==> src/ptl_pkg.sv <==
// package for the phase threshold and load current readout block
package ptl_pkg;

    // register offsets on the serial register port
    localparam logic [7:0] PTL_ADDR_PHASE_LEVELS = 8'h1f;
    localparam logic [7:0] PTL_ADDR_SRC_SELECT = 8'h21;
    localparam logic [7:0] PTL_ADDR_CURR_LSB = 8'h22;
    localparam logic [7:0] PTL_ADDR_READY_FLAG = 8'h2d;
    localparam logic [7:0] PTL_ADDR_IRQ_MASK = 8'h2e;

    // field positions
    localparam int PTL_ADD_LSB = 4;
    localparam int PTL_DROP_LSB = 0;
    localparam int PTL_SRC_LSB = 0;
    localparam int PTL_CURR_MSB_LSB = 4;
    localparam int PTL_READY_BIT = 0;
    localparam int PTL_MASK_BIT = 3;

    // values after reset
    localparam logic [7:0] PTL_RST_PHASE_LEVELS = 8'h42;
    localparam logic [7:0] PTL_RST_SRC_SELECT = 8'h00;
    localparam logic [10:0] PTL_RST_CURRENT = 11'h000;
    localparam logic [7:0] PTL_RST_IRQ_MASK = 8'h08;
    localparam logic [2:0] PTL_RST_PHASES = 3'h1;

    // selector codes and phase limits
    localparam logic [2:0] PTL_SRC_TOTAL = 3'h6;
    localparam logic [2:0] PTL_SRC_RSVD = 3'h7;
    localparam int PTL_NUM_CORES = 6;
    localparam logic [2:0] PTL_MAX_PHASES = 3'h6;
    localparam logic [2:0] PTL_MIN_PHASES = 3'h1;
    localparam logic [2:0] PTL_ADD_MIN_CODE = 3'h2;
    localparam logic [2:0] PTL_DROP_MAX_CODE = 3'h5;

    // current coding: 10 mA per count, saturating code
    localparam int PTL_MA_PER_LSB = 10;
    localparam logic [10:0] PTL_CURR_SAT = 11'h7ff;
    // threshold = (code + offset) * 100 mA, in counts of 10 mA
    localparam logic [9:0] PTL_THR_OFFSET = 10'h003;
    localparam logic [9:0] PTL_THR_STEP = 10'h00a;

    // averaging window timing
    localparam int PTL_CLK_MHZ = 100;
    localparam int PTL_WINDOW_MS = 5;
    localparam int PTL_WINDOW_CYC_DEF = PTL_WINDOW_MS * 1000 * PTL_CLK_MHZ;
    localparam int PTL_SAMPLES_LOG2 = 6;
    localparam logic [5:0] PTL_LAST_SAMPLE = 6'h3f;

    // per-core current inputs, 10 mA per count
    typedef struct packed {
        logic [PTL_NUM_CORES-1:0][10:0] core;
    } ptl_core_curr_t;

    // register port request
    typedef struct packed {
        logic wr_en;
        logic rd_en;
        logic [7:0] addr;
        logic [7:0] wr_data;
    } ptl_reg_req_t;

    // whole state of the block
    typedef struct packed {
        logic [7:0] phase_levels_reg;
        logic [7:0] src_ctrl;
        logic [10:0] measured_load_current;
        logic ready_flag;
        logic current_ready_irq_mask;
        logic irq;
        logic [2:0] active_phases;
        logic [19:0] tick_cnt;
        logic [5:0] sample_cnt;
        logic [16:0] acc;
        logic [7:0] rd_data;
    } ptl_state_t;

endpackage : ptl_pkg

==> src/ptl_readout.sv <==
// phase threshold registers, load current averaging and phase control
`timescale 1ns/1ps

// Functional notes
// - add level code in bits 6:4, reset 100, 0.5-1.0 A per phase.
// - drop level code in bits 2:0, reset 010, 0.3-0.8 A per phase.
// - source select 0-5 picks a core, 6 the total, 7 reserved.
// - 11-bit result, top three bits in select reg 6:4, low byte separate.
// - 10 mA per count, zero below 10 mA, all ones saturates.
// - result is average of selected source over last 5 ms.
// - result bytes reset to zero on every reset.
// - new result sets ready flag; interrupt only when mask is 0, mask resets 1.
module ptl_readout #(
    parameter int WINDOW_CYC = ptl_pkg::PTL_WINDOW_CYC_DEF
) (
    input wire logic clk_sys,
    input wire logic rst,
    input wire ptl_pkg::ptl_reg_req_t reg_req,
    output logic [7:0] reg_rd_data,
    input wire ptl_pkg::ptl_core_curr_t core_curr,
    output logic [2:0] active_phases,
    output logic load_ready_irq
);
    import ptl_pkg::*;

    localparam int SAMPLE_CYC = WINDOW_CYC >> PTL_SAMPLES_LOG2;
    localparam logic [19:0] TICK_LAST = 20'(SAMPLE_CYC - 1);

    ptl_state_t state_ff;
    ptl_state_t nxt_state;

    ////////////////////////////////////////////////////////////////////////////
    // threshold code to counts of 10 mA for one phase
    function automatic logic [9:0] thr_counts(input logic [2:0] code);
        thr_counts = 10'((10'(code) + PTL_THR_OFFSET) * PTL_THR_STEP);
    endfunction : thr_counts

    ////////////////////////////////////////////////////////////////////////////
    // total and selected source currents
    logic [13:0] total_sum;
    logic [10:0] total_sat;
    logic [10:0] sel_curr;
    logic [2:0] src_sel;
    logic [2:0] add_code;
    logic [2:0] drop_code;
    logic [12:0] add_thr;
    logic [12:0] drop_thr;
    logic tick;

    // sum of all cores, clipped to the top code
    always_comb begin
        total_sum = '0;
        for (int i = 0; i < PTL_NUM_CORES; i++) begin
            total_sum = total_sum + 14'(core_curr.core[i]);
        end
        total_sat = (total_sum > 14'(PTL_CURR_SAT)) ? PTL_CURR_SAT : total_sum[10:0];
    end

    // source mux
    always_comb begin
        src_sel = state_ff.src_ctrl[PTL_SRC_LSB +: 3];
        if (src_sel == PTL_SRC_TOTAL) begin
            sel_curr = total_sat;
        end else if (src_sel == PTL_SRC_RSVD) begin
            sel_curr = '0;
        end else begin
            sel_curr = core_curr.core[src_sel];
        end
    end

    // scaled thresholds; reserved codes clamp to the nearest legal one
    always_comb begin
        add_code = state_ff.phase_levels_reg[PTL_ADD_LSB +: 3];
        drop_code = state_ff.phase_levels_reg[PTL_DROP_LSB +: 3];
        if (add_code < PTL_ADD_MIN_CODE) begin
            add_code = PTL_ADD_MIN_CODE;
        end
        if (drop_code > PTL_DROP_MAX_CODE) begin
            drop_code = PTL_DROP_MAX_CODE;
        end
        add_thr = 13'(thr_counts(add_code) * state_ff.active_phases);
        drop_thr = 13'(thr_counts(drop_code) * state_ff.active_phases);
    end

    assign tick = (state_ff.tick_cnt == TICK_LAST);

    ////////////////////////////////////////////////////////////////////////////
    // next state
    always_comb begin
        logic wr;
        logic [16:0] acc_sum;
        wr = reg_req.wr_en;
        acc_sum = state_ff.acc + 17'(sel_curr);
        nxt_state = state_ff;

        // register writes; result bits are never written
        if (wr && reg_req.addr == PTL_ADDR_PHASE_LEVELS) begin
            nxt_state.phase_levels_reg = reg_req.wr_data;
        end
        if (wr && reg_req.addr == PTL_ADDR_IRQ_MASK) begin
            nxt_state.current_ready_irq_mask = reg_req.wr_data[PTL_MASK_BIT];
        end
        if (wr && reg_req.addr == PTL_ADDR_SRC_SELECT) begin
            nxt_state.src_ctrl = reg_req.wr_data & 8'h8f;
        end

        // sampling ticks across the window
        nxt_state.tick_cnt = tick ? 20'h00000 : state_ff.tick_cnt + 20'h00001;
        if (wr && reg_req.addr == PTL_ADDR_SRC_SELECT) begin
            // new source: restart the window so no stale samples mix in
            nxt_state.tick_cnt = '0;
            nxt_state.sample_cnt = '0;
            nxt_state.acc = '0;
        end else if (tick) begin
            nxt_state.sample_cnt = state_ff.sample_cnt + 6'h01;
            nxt_state.acc = acc_sum;
            if (state_ff.sample_cnt == PTL_LAST_SAMPLE) begin
                nxt_state.measured_load_current = 11'(acc_sum >> PTL_SAMPLES_LOG2);
                nxt_state.acc = '0;
            end
        end

        // ready flag: write one clears, a new result in the same cycle wins
        if (wr && reg_req.addr == PTL_ADDR_READY_FLAG && reg_req.wr_data[PTL_READY_BIT]) begin
            nxt_state.ready_flag = 1'b0;
        end
        if (tick && state_ff.sample_cnt == PTL_LAST_SAMPLE
            && !(wr && reg_req.addr == PTL_ADDR_SRC_SELECT)) begin
            nxt_state.ready_flag = 1'b1;
        end
        nxt_state.irq = nxt_state.ready_flag && !nxt_state.current_ready_irq_mask;

        // phase add and drop, one step per sample tick
        if (tick) begin
            if (13'(total_sat) > add_thr && state_ff.active_phases < PTL_MAX_PHASES) begin
                nxt_state.active_phases = state_ff.active_phases + 3'h1;
            end else if (13'(total_sat) < drop_thr && state_ff.active_phases > PTL_MIN_PHASES) begin
                nxt_state.active_phases = state_ff.active_phases - 3'h1;
            end
        end

        // registered read data, unmapped addresses read zero
        nxt_state.rd_data = '0;
        if (reg_req.rd_en) begin
            unique case (reg_req.addr)
                PTL_ADDR_PHASE_LEVELS: nxt_state.rd_data = state_ff.phase_levels_reg;
                PTL_ADDR_SRC_SELECT: begin
                    nxt_state.rd_data = state_ff.src_ctrl;
                    nxt_state.rd_data[PTL_CURR_MSB_LSB +: 3] = state_ff.measured_load_current[10:8];
                end
                PTL_ADDR_CURR_LSB: nxt_state.rd_data = state_ff.measured_load_current[7:0];
                PTL_ADDR_READY_FLAG: nxt_state.rd_data = {7'h00, state_ff.ready_flag};
                PTL_ADDR_IRQ_MASK: nxt_state.rd_data = {4'h0, state_ff.current_ready_irq_mask, 3'h0};
                default: nxt_state.rd_data = '0;
            endcase
        end
    end

    ////////////////////////////////////////////////////////////////////////////
    // state register
    always_ff @(posedge clk_sys or posedge rst) begin
        if (rst) begin
            state_ff <= '0;
            state_ff.phase_levels_reg <= PTL_RST_PHASE_LEVELS;
            state_ff.src_ctrl <= PTL_RST_SRC_SELECT;
            state_ff.measured_load_current <= PTL_RST_CURRENT;
            state_ff.current_ready_irq_mask <= PTL_RST_IRQ_MASK[PTL_MASK_BIT];
            state_ff.active_phases <= PTL_RST_PHASES;
        end else begin
            state_ff <= nxt_state;
        end
    end

    assign reg_rd_data = state_ff.rd_data;
    assign active_phases = state_ff.active_phases;
    assign load_ready_irq = state_ff.irq;
endmodule : ptl_readout

==> config.mk <==
export PLATFORM = sky130hd
export DESIGN_NAME = ptl_readout
export DESIGN_NICKNAME = d
export VERILOG_FILES = /design/src/ptl_pkg.sv /design/src/ptl_readout.sv
export SDC_FILE = /design/constraint.sdc
export NUM_CORES = 1
export LEC_CHECK = 0
export BUFFER_PORTS_ARGS = -buffer_cell sky130_fd_sc_hd__buf_2
export CAP_MARGIN = 40
export CORE_ASPECT_RATIO = 0.7
export CORE_MARGIN = 10
export CORE_UTILIZATION = 55
export CTS_CLUSTER_SIZE = 10
export DETAILED_ROUTE_END_ITERATION = 8
export PLACE_DENSITY_LB_ADDON = 0.12
export SLEW_MARGIN = 20
export SYNTH_ARGS = -nofsm -noshare
export SYNTH_HDL_FRONTEND = slang
export SYNTH_SLANG_ARGS = --single-unit
==> constraint.sdc <==
create_clock -name clk_sys -period 5.5 [get_ports clk_sys]
set_input_delay 0.55 -clock clk_sys [delete_from_list [all_inputs] [get_ports clk_sys]]
set_output_delay 0.55 -clock clk_sys [all_outputs]
set_load 0.02 [all_outputs]
==> out/qor.yml, run 1 <==
sta:
  worstMarginPinSlew_ps: 801
  relSlewSlack: 0.462
  hold_viol_final: 0
  finalCritPeriodShare: 1.06
  fmax_mhz: 171
  min_period_ps: 5840
  tns_ps: -4960
  timing.final.ws_setup_ps: -341
  hold_ws_ps: 78.4
  fin_skew_ps: 9.55
  setup_viol: 22
  slew_violations: 0
  rsz0062_at_grt: "yes"
logic_synthesis:
  synth_top_cell_area_share: 0.236
  async_reset_ff_frac: 1.00
  synth_area_leaders: "dfrtp_1 (24%), fa_1 (14%), ha_1 (11%)"
  ys_top_cells_by_count: "inv_1 (156), nand2_1 (86), dfrtp_1 (77)"
  ys_warn_count: 0
  synth_seq_cells: 81
  syn_avg_cell_area_um2: 8.85
  ys_seq_area_frac: 0.249
  yosys.area.top_type: "dfrtp_1"
  synth_edf_count: 0
  ys_types: 61
  synthFlopType: "dfrtp_1"
  yosysMostFrequentCell: "inv_1"
  synth_nets: 1141
  syn_inst: 924
  syn_area_mm2: 0.00817
power_and_ir_drop:
  p_leak_nw: 5.13
  p_per_area_mw_per_mm2: 309
  peakVddDrop_mv: 0.198
  totalPowerFinal_mw: 3.17
place:
  placed_cell_area_mm2: 0.00959
  dp_hpwl_um: 16700
  place.gp.congestion: 0.886
  portBuffers: 97
critical_path:
  arrival_ps: 6070
  start_kind: "input port"
  criticalPathCategory: "in -> reg"
  required_ps: 5730
  rr_startpoint: "state_ff[82]"
  reg2reg_depth: 22
  reg2reg_setup_slack_ps: -90
  worstSetupEndpointType: "flip-flop"
  crit_fanout: 7
  r2r_end: "active_phases[2]"
global_routing:
  antenna_found_initial: 0
  grt_pass1_vias: 7077
  grt_pass1_wl_um: 35500
  grt_usage: 0.210
  grt_max_degree: 57
  overflow: 0
cts:
  cts_hold_buf: 0
  clock_sinks: 81
  cts_buffer_depth: 2
  cts_buffers: 9
  clkTransAtPathRegs_ps: 70
  clock_latency_ps: 350
  cts_tree: "yes"
  htreeDepth: 3
  clock-root-buffer: "clkbuf_16"
run:
  max_cap_viol_count: 0
drt:
  ant_nets: 0
  drc: 0
  drt_pre_antenna_iters: 5
  wire_per_inst_um: 16.1
  vias: 7018
  drt_iter0_markers: 581
  finalWirelength_um: 21000
  post_drt_via_cell_ratio: 5.39
cells_and_area:
  drive_above_1_share: 0.296
  syn2layout_area_growth_pct: 25.6
  nets: 1318
  final_cell_area_mm2: 0.0103
  final_util: 0.702
  antenna_cells: 0
worst_hold_path:
  hp-class: "in -> async"
floorplan:
  die-area_mm2: 0.0202
  die_y_um: 122
  die_w_um: 166
  rows: 37
  initial_utilization: 0.559
  io_pins: 98
  coreArea_mm2: 0.0146
outcome:
  violations: "negative setup slack"
  status: "finished with violations"
-- critical path, cell delays in order --
cell and delay [ps]:
buf_8 90, inv_8 30, fa_1 540, inv_2 40, fa_1 540, inv_2 40, fa_1 510, inv_2 40
ha_4 220, a2111oi_4 410, o21ai_2 100, a2111o_1 380, a311oi_2 240, or2_4 220, a311oi_2 110, a21oi_2 130
a21oi_2 70, ha_1 280, a21o_1 160, a21o_1 190, a2111oi_4 360, nor3_2 90, o31a_4 350, nand2_2 120
xor2_1 180, o21ai_1 70
-- flip-flops by register name, summed over array words and instances, names as in the netlist --
register,flops
active_phases,3
load_ready_irq,1
reg_rd_data,8
src_sel,3
state_ff,66
-- kinds of logic after synthesis --
group | count (synthesis) | synth area share
buf+inv | 192 | 0.0934
compound gates | 172 | 0.135
flops | 81 | 0.249
fa+ha+maj | 131 | 0.253
xor+xnor | 60 | 0.0643
mux | 30 | 0.0557
simple gates | 258 | 0.150
-- placed cells by master (no fill, tap or decap), types with 8 or more instances in the layout --
cell type,instances
inv_1,147
buf_4,100
buf_2,95
nand2_1,81
dfrtp_1,77
nor2_1,66
ha_1,66
fa_1,55
a21oi_1,35
xor2_1,29
nand3_1,27
xnor2_1,26
o21ai_0,24
o21ai_1,22
mux2_2,14
and2_1,12
o21ai_2,12
a21o_1,11
mux4_2,11
a31oi_1,10
and3_1,9
o21bai_1,9
clkbuf_16,9
nand4_1,8
a21oi_2,8
-- final cells by class --
| class | instances | area (um^2) |
|---|---|---|
| flip-flops and latches | 81 | 2030 |
| well taps | 195 | 244 |
| fillers | 1167 | 4360 |
| multi-input cells | 651 | 5750 |
| clock inverters | 7 | 85.1 |
| inverters | 156 | 594 |
| clock buffers | 9 | 225 |
| repair buffers | 202 | 1340 |
-- stage by stage --
stage,setup slack (ps),cells
after global routing,-605,1301
after floorplan,-581,924
final,-341,1301
after detailed placement,-848,1274
after CTS,-345,1297
after global placement,-797,1271
-- worst max path at each step --
| stage | start | end | slack, ps | cells past startpoint |
|---|---|---|---|---|
| finish | core_curr[61] | state_ff[66] | -340 | 26 |
| CTS | core_curr[61] | state_ff[19] | -340 | 25 |
| detailed placement | core_curr[61] | state_ff[24] | -850 | 27 |
| global placement | core_curr[61] | state_ff[24] | -800 | 28 |
| floorplan | core_curr[61] | state_ff[24] | -580 | 26 |
| global route | core_curr[61] | state_ff[66] | -600 | 26 |
-- power by group --
group          internal [mW]  switching, mW
sequential             0.639         0.0506
clock                  0.361          0.266
combinational          0.899          0.960
-- per-layer routing --
metal / vias up / global-route usage / part of all wire
met4: 0 / 0.0348 / 0.0074
met3: 11 / 0.0357 / 0.049
met5: - / 0 / 0
met1: 3388 / 0.309 / 0.50
li1: 3431 / - / -
met2: 188 / 0.321 / 0.45
-- repair_timing --
item                       CTS  global route
gates cloned                 0             0
pin swaps                   30            19
setup buffers                7             5
hold endpoints to repair     0             0
setup endpoints to repair   25            27
gates resized for setup     41            35
(Power assumes the default switching activity.)
==> run 2: changes to the inputs <==
--- a/config.mk
+++ b/config.mk
@@ -7,9 +7,11 @@
 export LEC_CHECK = 0
 export BUFFER_PORTS_ARGS = -buffer_cell sky130_fd_sc_hd__buf_2
 export CAP_MARGIN = 40
+export CELL_PAD_IN_SITES_DETAIL_PLACEMENT = 1
+export CELL_PAD_IN_SITES_GLOBAL_PLACEMENT = 2
 export CORE_ASPECT_RATIO = 0.7
 export CORE_MARGIN = 10
-export CORE_UTILIZATION = 55
+export CORE_UTILIZATION = 33
 export CTS_CLUSTER_SIZE = 10
 export DETAILED_ROUTE_END_ITERATION = 8
 export PLACE_DENSITY_LB_ADDON = 0.12
==> run 2 against run 1 <==
Sequential share of layout area shrank 0.77 points. The run still ends with negative setup slack left. Non-clock buffer count grew 31. Cell area grew 4.0%.
==> out/qor.yml, run 2 (synthesized netlist as in run 1, its figures left out) <==
drt:
  drt_pre_antenna_iters: 4
  post_drt_via_cell_ratio: 4.80
  drt_iter0_markers: 256
  drc: 0
  vias: 7019
  finalWirelength_um: 25600
  ant_nets: 0
  wire_per_inst_um: 17.5
power_and_ir_drop:
  switching_share: 0.398
  switchingPower_mw: 1.36
  pwr-share-comb: 0.606
  peakVddDrop_mv: 0.171
  power_frac_clock: 0.193
  p_int_mw: 2.06
  p_leak_nw: 5.27
  p_per_area_mw_per_mm2: 321
  seq_power_share: 0.201
sta:
  slew_violations: 0
  worstMarginPinSlew_ps: 768
  fmax_mhz: 168
  relSlewSlack: 0.486
  setup_viol: 25
  fin_skew_ps: 11.9
  hold_ws_ps: 270
  min_period_ps: 5960
  hold_viol_final: 0
  timing.final.ws_setup_ps: -462
  rsz0062_at_grt: "yes"
  finalCritPeriodShare: 1.08
cells_and_area:
  multiInputGateArea_mm2: 0.00577
  syn2layout_area_growth_pct: 30.7
  largest_reg_flops: 66
  layout.cells.most_common_list: "inv_1 (140), buf_4 (131), buf_2 (92), nand2_1 (85), dfrtp_1 (77)"
  seq_area_mm2: 0.00203
  final_common_cell: "inv_1"
  finalNonFillerCells: 1462
  regMostFlops: "state_ff"
  antenna_cells: 0
  nFillCells: 2895
  nets: 1349
  drive_above_1_share: 0.319
critical_path:
  cpMostUsedCell: "fa_1"
  reg2reg_setup_slack_ps: -50
  slowest_delay_ps: 540
  reg2reg_depth: 22
  cp_slowest_cell: "fa_1"
  crit_fanout: 7
  r2r_end: "active_phases[2]"
  required_ps: 5730
  criticalPathCategory: "in -> reg"
  start_kind: "input port"
  rr_startpoint: "state_ff[82]"
  worstSetupEndpointType: "flip-flop"
  arrival_ps: 6190
cts:
  htreeDepth: 3
  clock_latency_ps: 340
  clkTransAtPathRegs_ps: 70
  clock_sinks: 81
  cts_hold_buf: 0
  cts_buffer_depth: 2
  clock-root-buffer: "clkbuf_16"
  cts_tree: "yes"
  cts_buffers: 9
global_routing:
  grt_pass1_wl_um: 42000
  grt_pass1_vias: 7780
  grt_usage: 0.164
  overflow: 0
  grt_max_degree: 47
  antenna_found_initial: 0
outcome:
  status: "finished with violations"
  violations: "negative setup slack"
worst_hold_path:
  hp-class: "in -> async"
place:
  dp_hpwl_um: 20700
  place.gp.congestion: 0.788
  dp_cells: 1419
  portBuffers: 97
floorplan:
  io_pins: 98
  die-area_mm2: 0.0316
  die_w_um: 208
  rows: 48
  coreArea_mm2: 0.0245
  die_y_um: 152
  initial_utilization: 0.334
run:
  max_cap_viol_count: 0
[run 2: cell types whose count changed in the layout (fill, tap and decap cells not counted), moves of 2 or more]
cell,before,now
inv_2,7,14
nand2_1,81,85
o21ai_4,0,2
a21oi_2,8,10
buf_8,4,1
inv_1,147,140
buf_2,95,92
buf_6,2,9
a21oi_1,35,33
o21ai_2,12,10
nand2_2,5,1
clkinv_4,3,1
buf_4,100,131
clkinvlp_4,0,2
[run 2: how the worst max path moves through the flow]
stage,startpoint,end,slack (ps),cells past startpoint
after floorplan,core_curr[61],state_ff[24],-580,26
after global placement,core_curr[61],state_ff[24],-880,27
after detailed placement,core_curr[61],state_ff[24],-970,27
after CTS,core_curr[2],state_ff[67],-430,27
after global routing,core_curr[2],state_ff[67],-660,27
final,core_curr[29],state_ff[67],-460,28
[run 2: cell type report]
cell class,instances,area share
Inverter,156,0.0556
Clock inverter,6,0.00867
Tap cell,325,0.0381
Timing Repair Buffer,233,0.146
Sequential cell,81,0.190
Multi-Input combinational cell,651,0.540
Clock buffer,10,0.0214
[run 2: critical path: cells and delay by family]
| kind | cells | cell delay (ps) |
|---|---|---|
| adder cells (fa/ha/maj) | 6 | 2390 |
| AO/OA/AOI/OAI | 13 | 2340 |
| XOR/XNOR | 1 | 150 |
| buffers and inverters | 6 | 450 |
| AND/OR/NAND/NOR | 2 | 320 |
[run 2: power groups by stage]
| stage | clock network [mW] | registers [mW] | logic [mW] |
|---|---|---|---|
| global route | 0.705 | 0.699 | 2.32 |
| global placement | 0 | 0.702 | 1.82 |
| CTS | 0.674 | 0.690 | 2.01 |
| detailed placement | 0 | 0.700 | 1.83 |
| finish | 0.659 | 0.690 | 2.08 |
| floorplan | 0 | 0.684 | 1.08 |
[run 2: per-layer routing]
| layer | global-route usage | part of all wire | vias up |
|---|---|---|---|
| met5 | 0 | 0 | - |
| met4 | 0.0267 | 0.010 | 0 |
| met3 | 0.0260 | 0.021 | 17 |
| met2 | 0.248 | 0.42 | 82 |
| met1 | 0.244 | 0.55 | 3432 |
| li1 | - | - | 3488 |
[run 2: metrics by stage]
step                      instance area [um^2]  TNS (ps)  utilization  setup WS (ps)  total power, mW
after floorplan                           8300     -8270            -           -581             1.76
after global placement                    9820    -18810        0.401           -877             2.52
after detailed placement                  9830    -20790        0.401           -972             2.53
after CTS                                10500     -7490        0.428           -425             3.38
after global routing                     10700    -11640        0.436           -656             3.73
final                                    10700     -5870        0.436           -462             3.42
[run 2: what timing repair did]
action | in CTS | in global routing
setup buffers | 24 | 4
gates cloned | 0 | 0
resized for setup | 50 | 40
endpoints found under the setup margin | 26 | 27
pin swaps | 34 | 32
==> run 3: changes to the inputs <==
--- a/config.mk
+++ b/config.mk
@@ -11,7 +11,7 @@
 export CELL_PAD_IN_SITES_GLOBAL_PLACEMENT = 2
 export CORE_ASPECT_RATIO = 0.7
 export CORE_MARGIN = 10
-export CORE_UTILIZATION = 33
+export CORE_UTILIZATION = 40
 export CTS_CLUSTER_SIZE = 10
 export DETAILED_ROUTE_END_ITERATION = 8
 export PLACE_DENSITY_LB_ADDON = 0.12
==> constraint.sdc (replaced) <==
create_clock -name clk_sys -period 6.9 [get_ports clk_sys]
set_input_delay 1.035 -clock clk_sys [delete_from_list [all_inputs] [get_ports clk_sys]]
set_output_delay 1.035 -clock clk_sys [all_outputs]
set_load 0.05 [all_outputs]
==> run 3 against run 2 <==
The flow now finishes without violations. Register-to-register slack improved by 970 ps. First-iteration DRC count increased by 40%. Flip-flop and latch count stayed put. Wire length down 8.0%. Largest cell class unchanged. Total power is 29% lower. Critical path type unchanged. Non-clock buffer count decreased by 62.
==> out/qor.yml, run 3 (synthesized netlist as in run 1, its figures left out) <==
cts:
  clock_latency_ps: 340
  clkTransAtPathRegs_ps: 60
  cts_buffers: 9
  cts_tree: "yes"
  clock_sinks: 81
  clock-root-buffer: "clkbuf_16"
  cts_buffer_depth: 2
  htreeDepth: 3
  cts_hold_buf: 0
sta:
  setup_viol: 0
  fin_skew_ps: 7.11
  min_period_ps: 6620
  hold_ws_ps: 489
  slew_violations: 0
  worstMarginPinSlew_ps: 711
  relSlewSlack: 0.524
  hold_viol_final: 0
  finalCritPeriodShare: 0.959
  fmax_mhz: 151
drt:
  vias: 6857
  drt_pre_antenna_iters: 6
  drc: 0
  ant_nets: 0
  drt_iter0_markers: 359
  wire_per_inst_um: 17.5
  post_drt_via_cell_ratio: 5.10
  finalWirelength_um: 23600
floorplan:
  rows: 43
  die_y_um: 140
  die_w_um: 191
  die-area_mm2: 0.0266
  initial_utilization: 0.410
  coreArea_mm2: 0.0200
  io_pins: 98
global_routing:
  grt_pass1_wl_um: 40000
  grt_usage: 0.184
  grt_max_degree: 57
  antenna_found_initial: 0
  overflow: 0
  grt_pass1_vias: 7622
critical_path:
  crit_fanout: 7
  reg2reg_depth: 23
  start_kind: "input port"
  required_ps: 7160
  arrival_ps: 6880
  worstSetupEndpointType: "flip-flop"
  criticalPathCategory: "in -> reg"
cells_and_area:
  syn2layout_area_growth_pct: 20.4
  layout.cells.most_common_list: "inv_1 (154), buf_2 (98), nand2_1 (86), dfrtp_1 (77), buf_4 (71)"
  antenna_cells: 0
  finalNonFillerCells: 1345
  final_common_cell: "inv_1"
  drive_above_1_share: 0.238
  largest_reg_flops: 66
  regMostFlops: "state_ff"
  final_util: 0.493
  nets: 1287
power_and_ir_drop:
  p_leak_nw: 4.94
  peakVddDrop_mv: 0.122
  p_per_area_mw_per_mm2: 246
run:
  max_cap_viol_count: 0
place:
  portBuffers: 97
  place.gp.congestion: 0.863
  dp_hpwl_um: 19500
  dp_cells: 1323
outcome:
  status: "complete, no violations"
worst_hold_path:
  hp-class: "reg -> reg"
  holdPathStages: 2
-- run 3: cell type report --
cell class              count  area [um^2]
fillers                  2401        10100
multi-input cells         651         5530
flip-flops and latches     81         2030
repair buffers            171         1060
inverters                 156          587
well taps                 270          338
clock buffers               9          225
clock inverters             7         77.6
-- run 3: per-layer routing --
metal,part of all wire,up-vias,track usage
met3,0.042,9,0.0300
met2,0.44,96,0.283
met1,0.51,3382,0.270
met5,0,-,0
met4,0.0039,0,0.0202
li1,-,3370,-
-- run 3: metrics by stage --
step / total power [mW] / setup TNS (ps) / cell area (um^2) / setup slack [ps]
after floorplan: 1.37 / 0 / 8200 / 14.6
after global placement: 1.83 / -1610 / 9330 / -178
after detailed placement: 1.86 / -4060 / 9370 / -289
after CTS: 2.37 / 0 / 9670 / 52.8
after global routing: 2.63 / -8.04 / 9840 / -7.91
final: 2.42 / 0 / 9840 / 282
-- run 3: where the power goes --
part / total [mW] / switching (mW) / internal, mW
combinational: 1.38 / 0.771 / 0.605
clock: 0.492 / 0.207 / 0.285
sequential: 0.551 / 0.0418 / 0.509
-- run 3: timing repair --
item	in CTS	in global routing
gates resized for setup	0	35
endpoints found under the setup margin	0	23
buffers inserted	0	5
-- run 3: final timing paths --
kind	slack, ps	to	start
max	280	state_ff[19]	core_curr[6]
min	490	state_ff[12]	state_ff[12]
max reg2reg	920	active_phases[2]	state_ff[82]
min reg2reg	490	state_ff[12]	state_ff[12]
max in group asynchronous	5430	active_phases[0]	rst
min in group asynchronous	580	state_ff[35]	rst
-- run 3: worst max-delay path: stages --
cell	delay, ps
buf_2	70
inv_1	60
fa_1	540
inv_1	50
fa_1	520
inv_1	50
fa_1	510
inv_2	50
ha_4	220
a2111oi_4	410
o21ai_2	120
a2111o_1	450
a311oi_2	240
or2_4	220
a311oi_2	100
a21oi_2	160
a21oi_2	70
ha_1	280
a21o_1	160
a21o_1	210
a2111oi_4	340
nor3_2	100
o31a_1	420
or2_2	310
a31oi_1	160
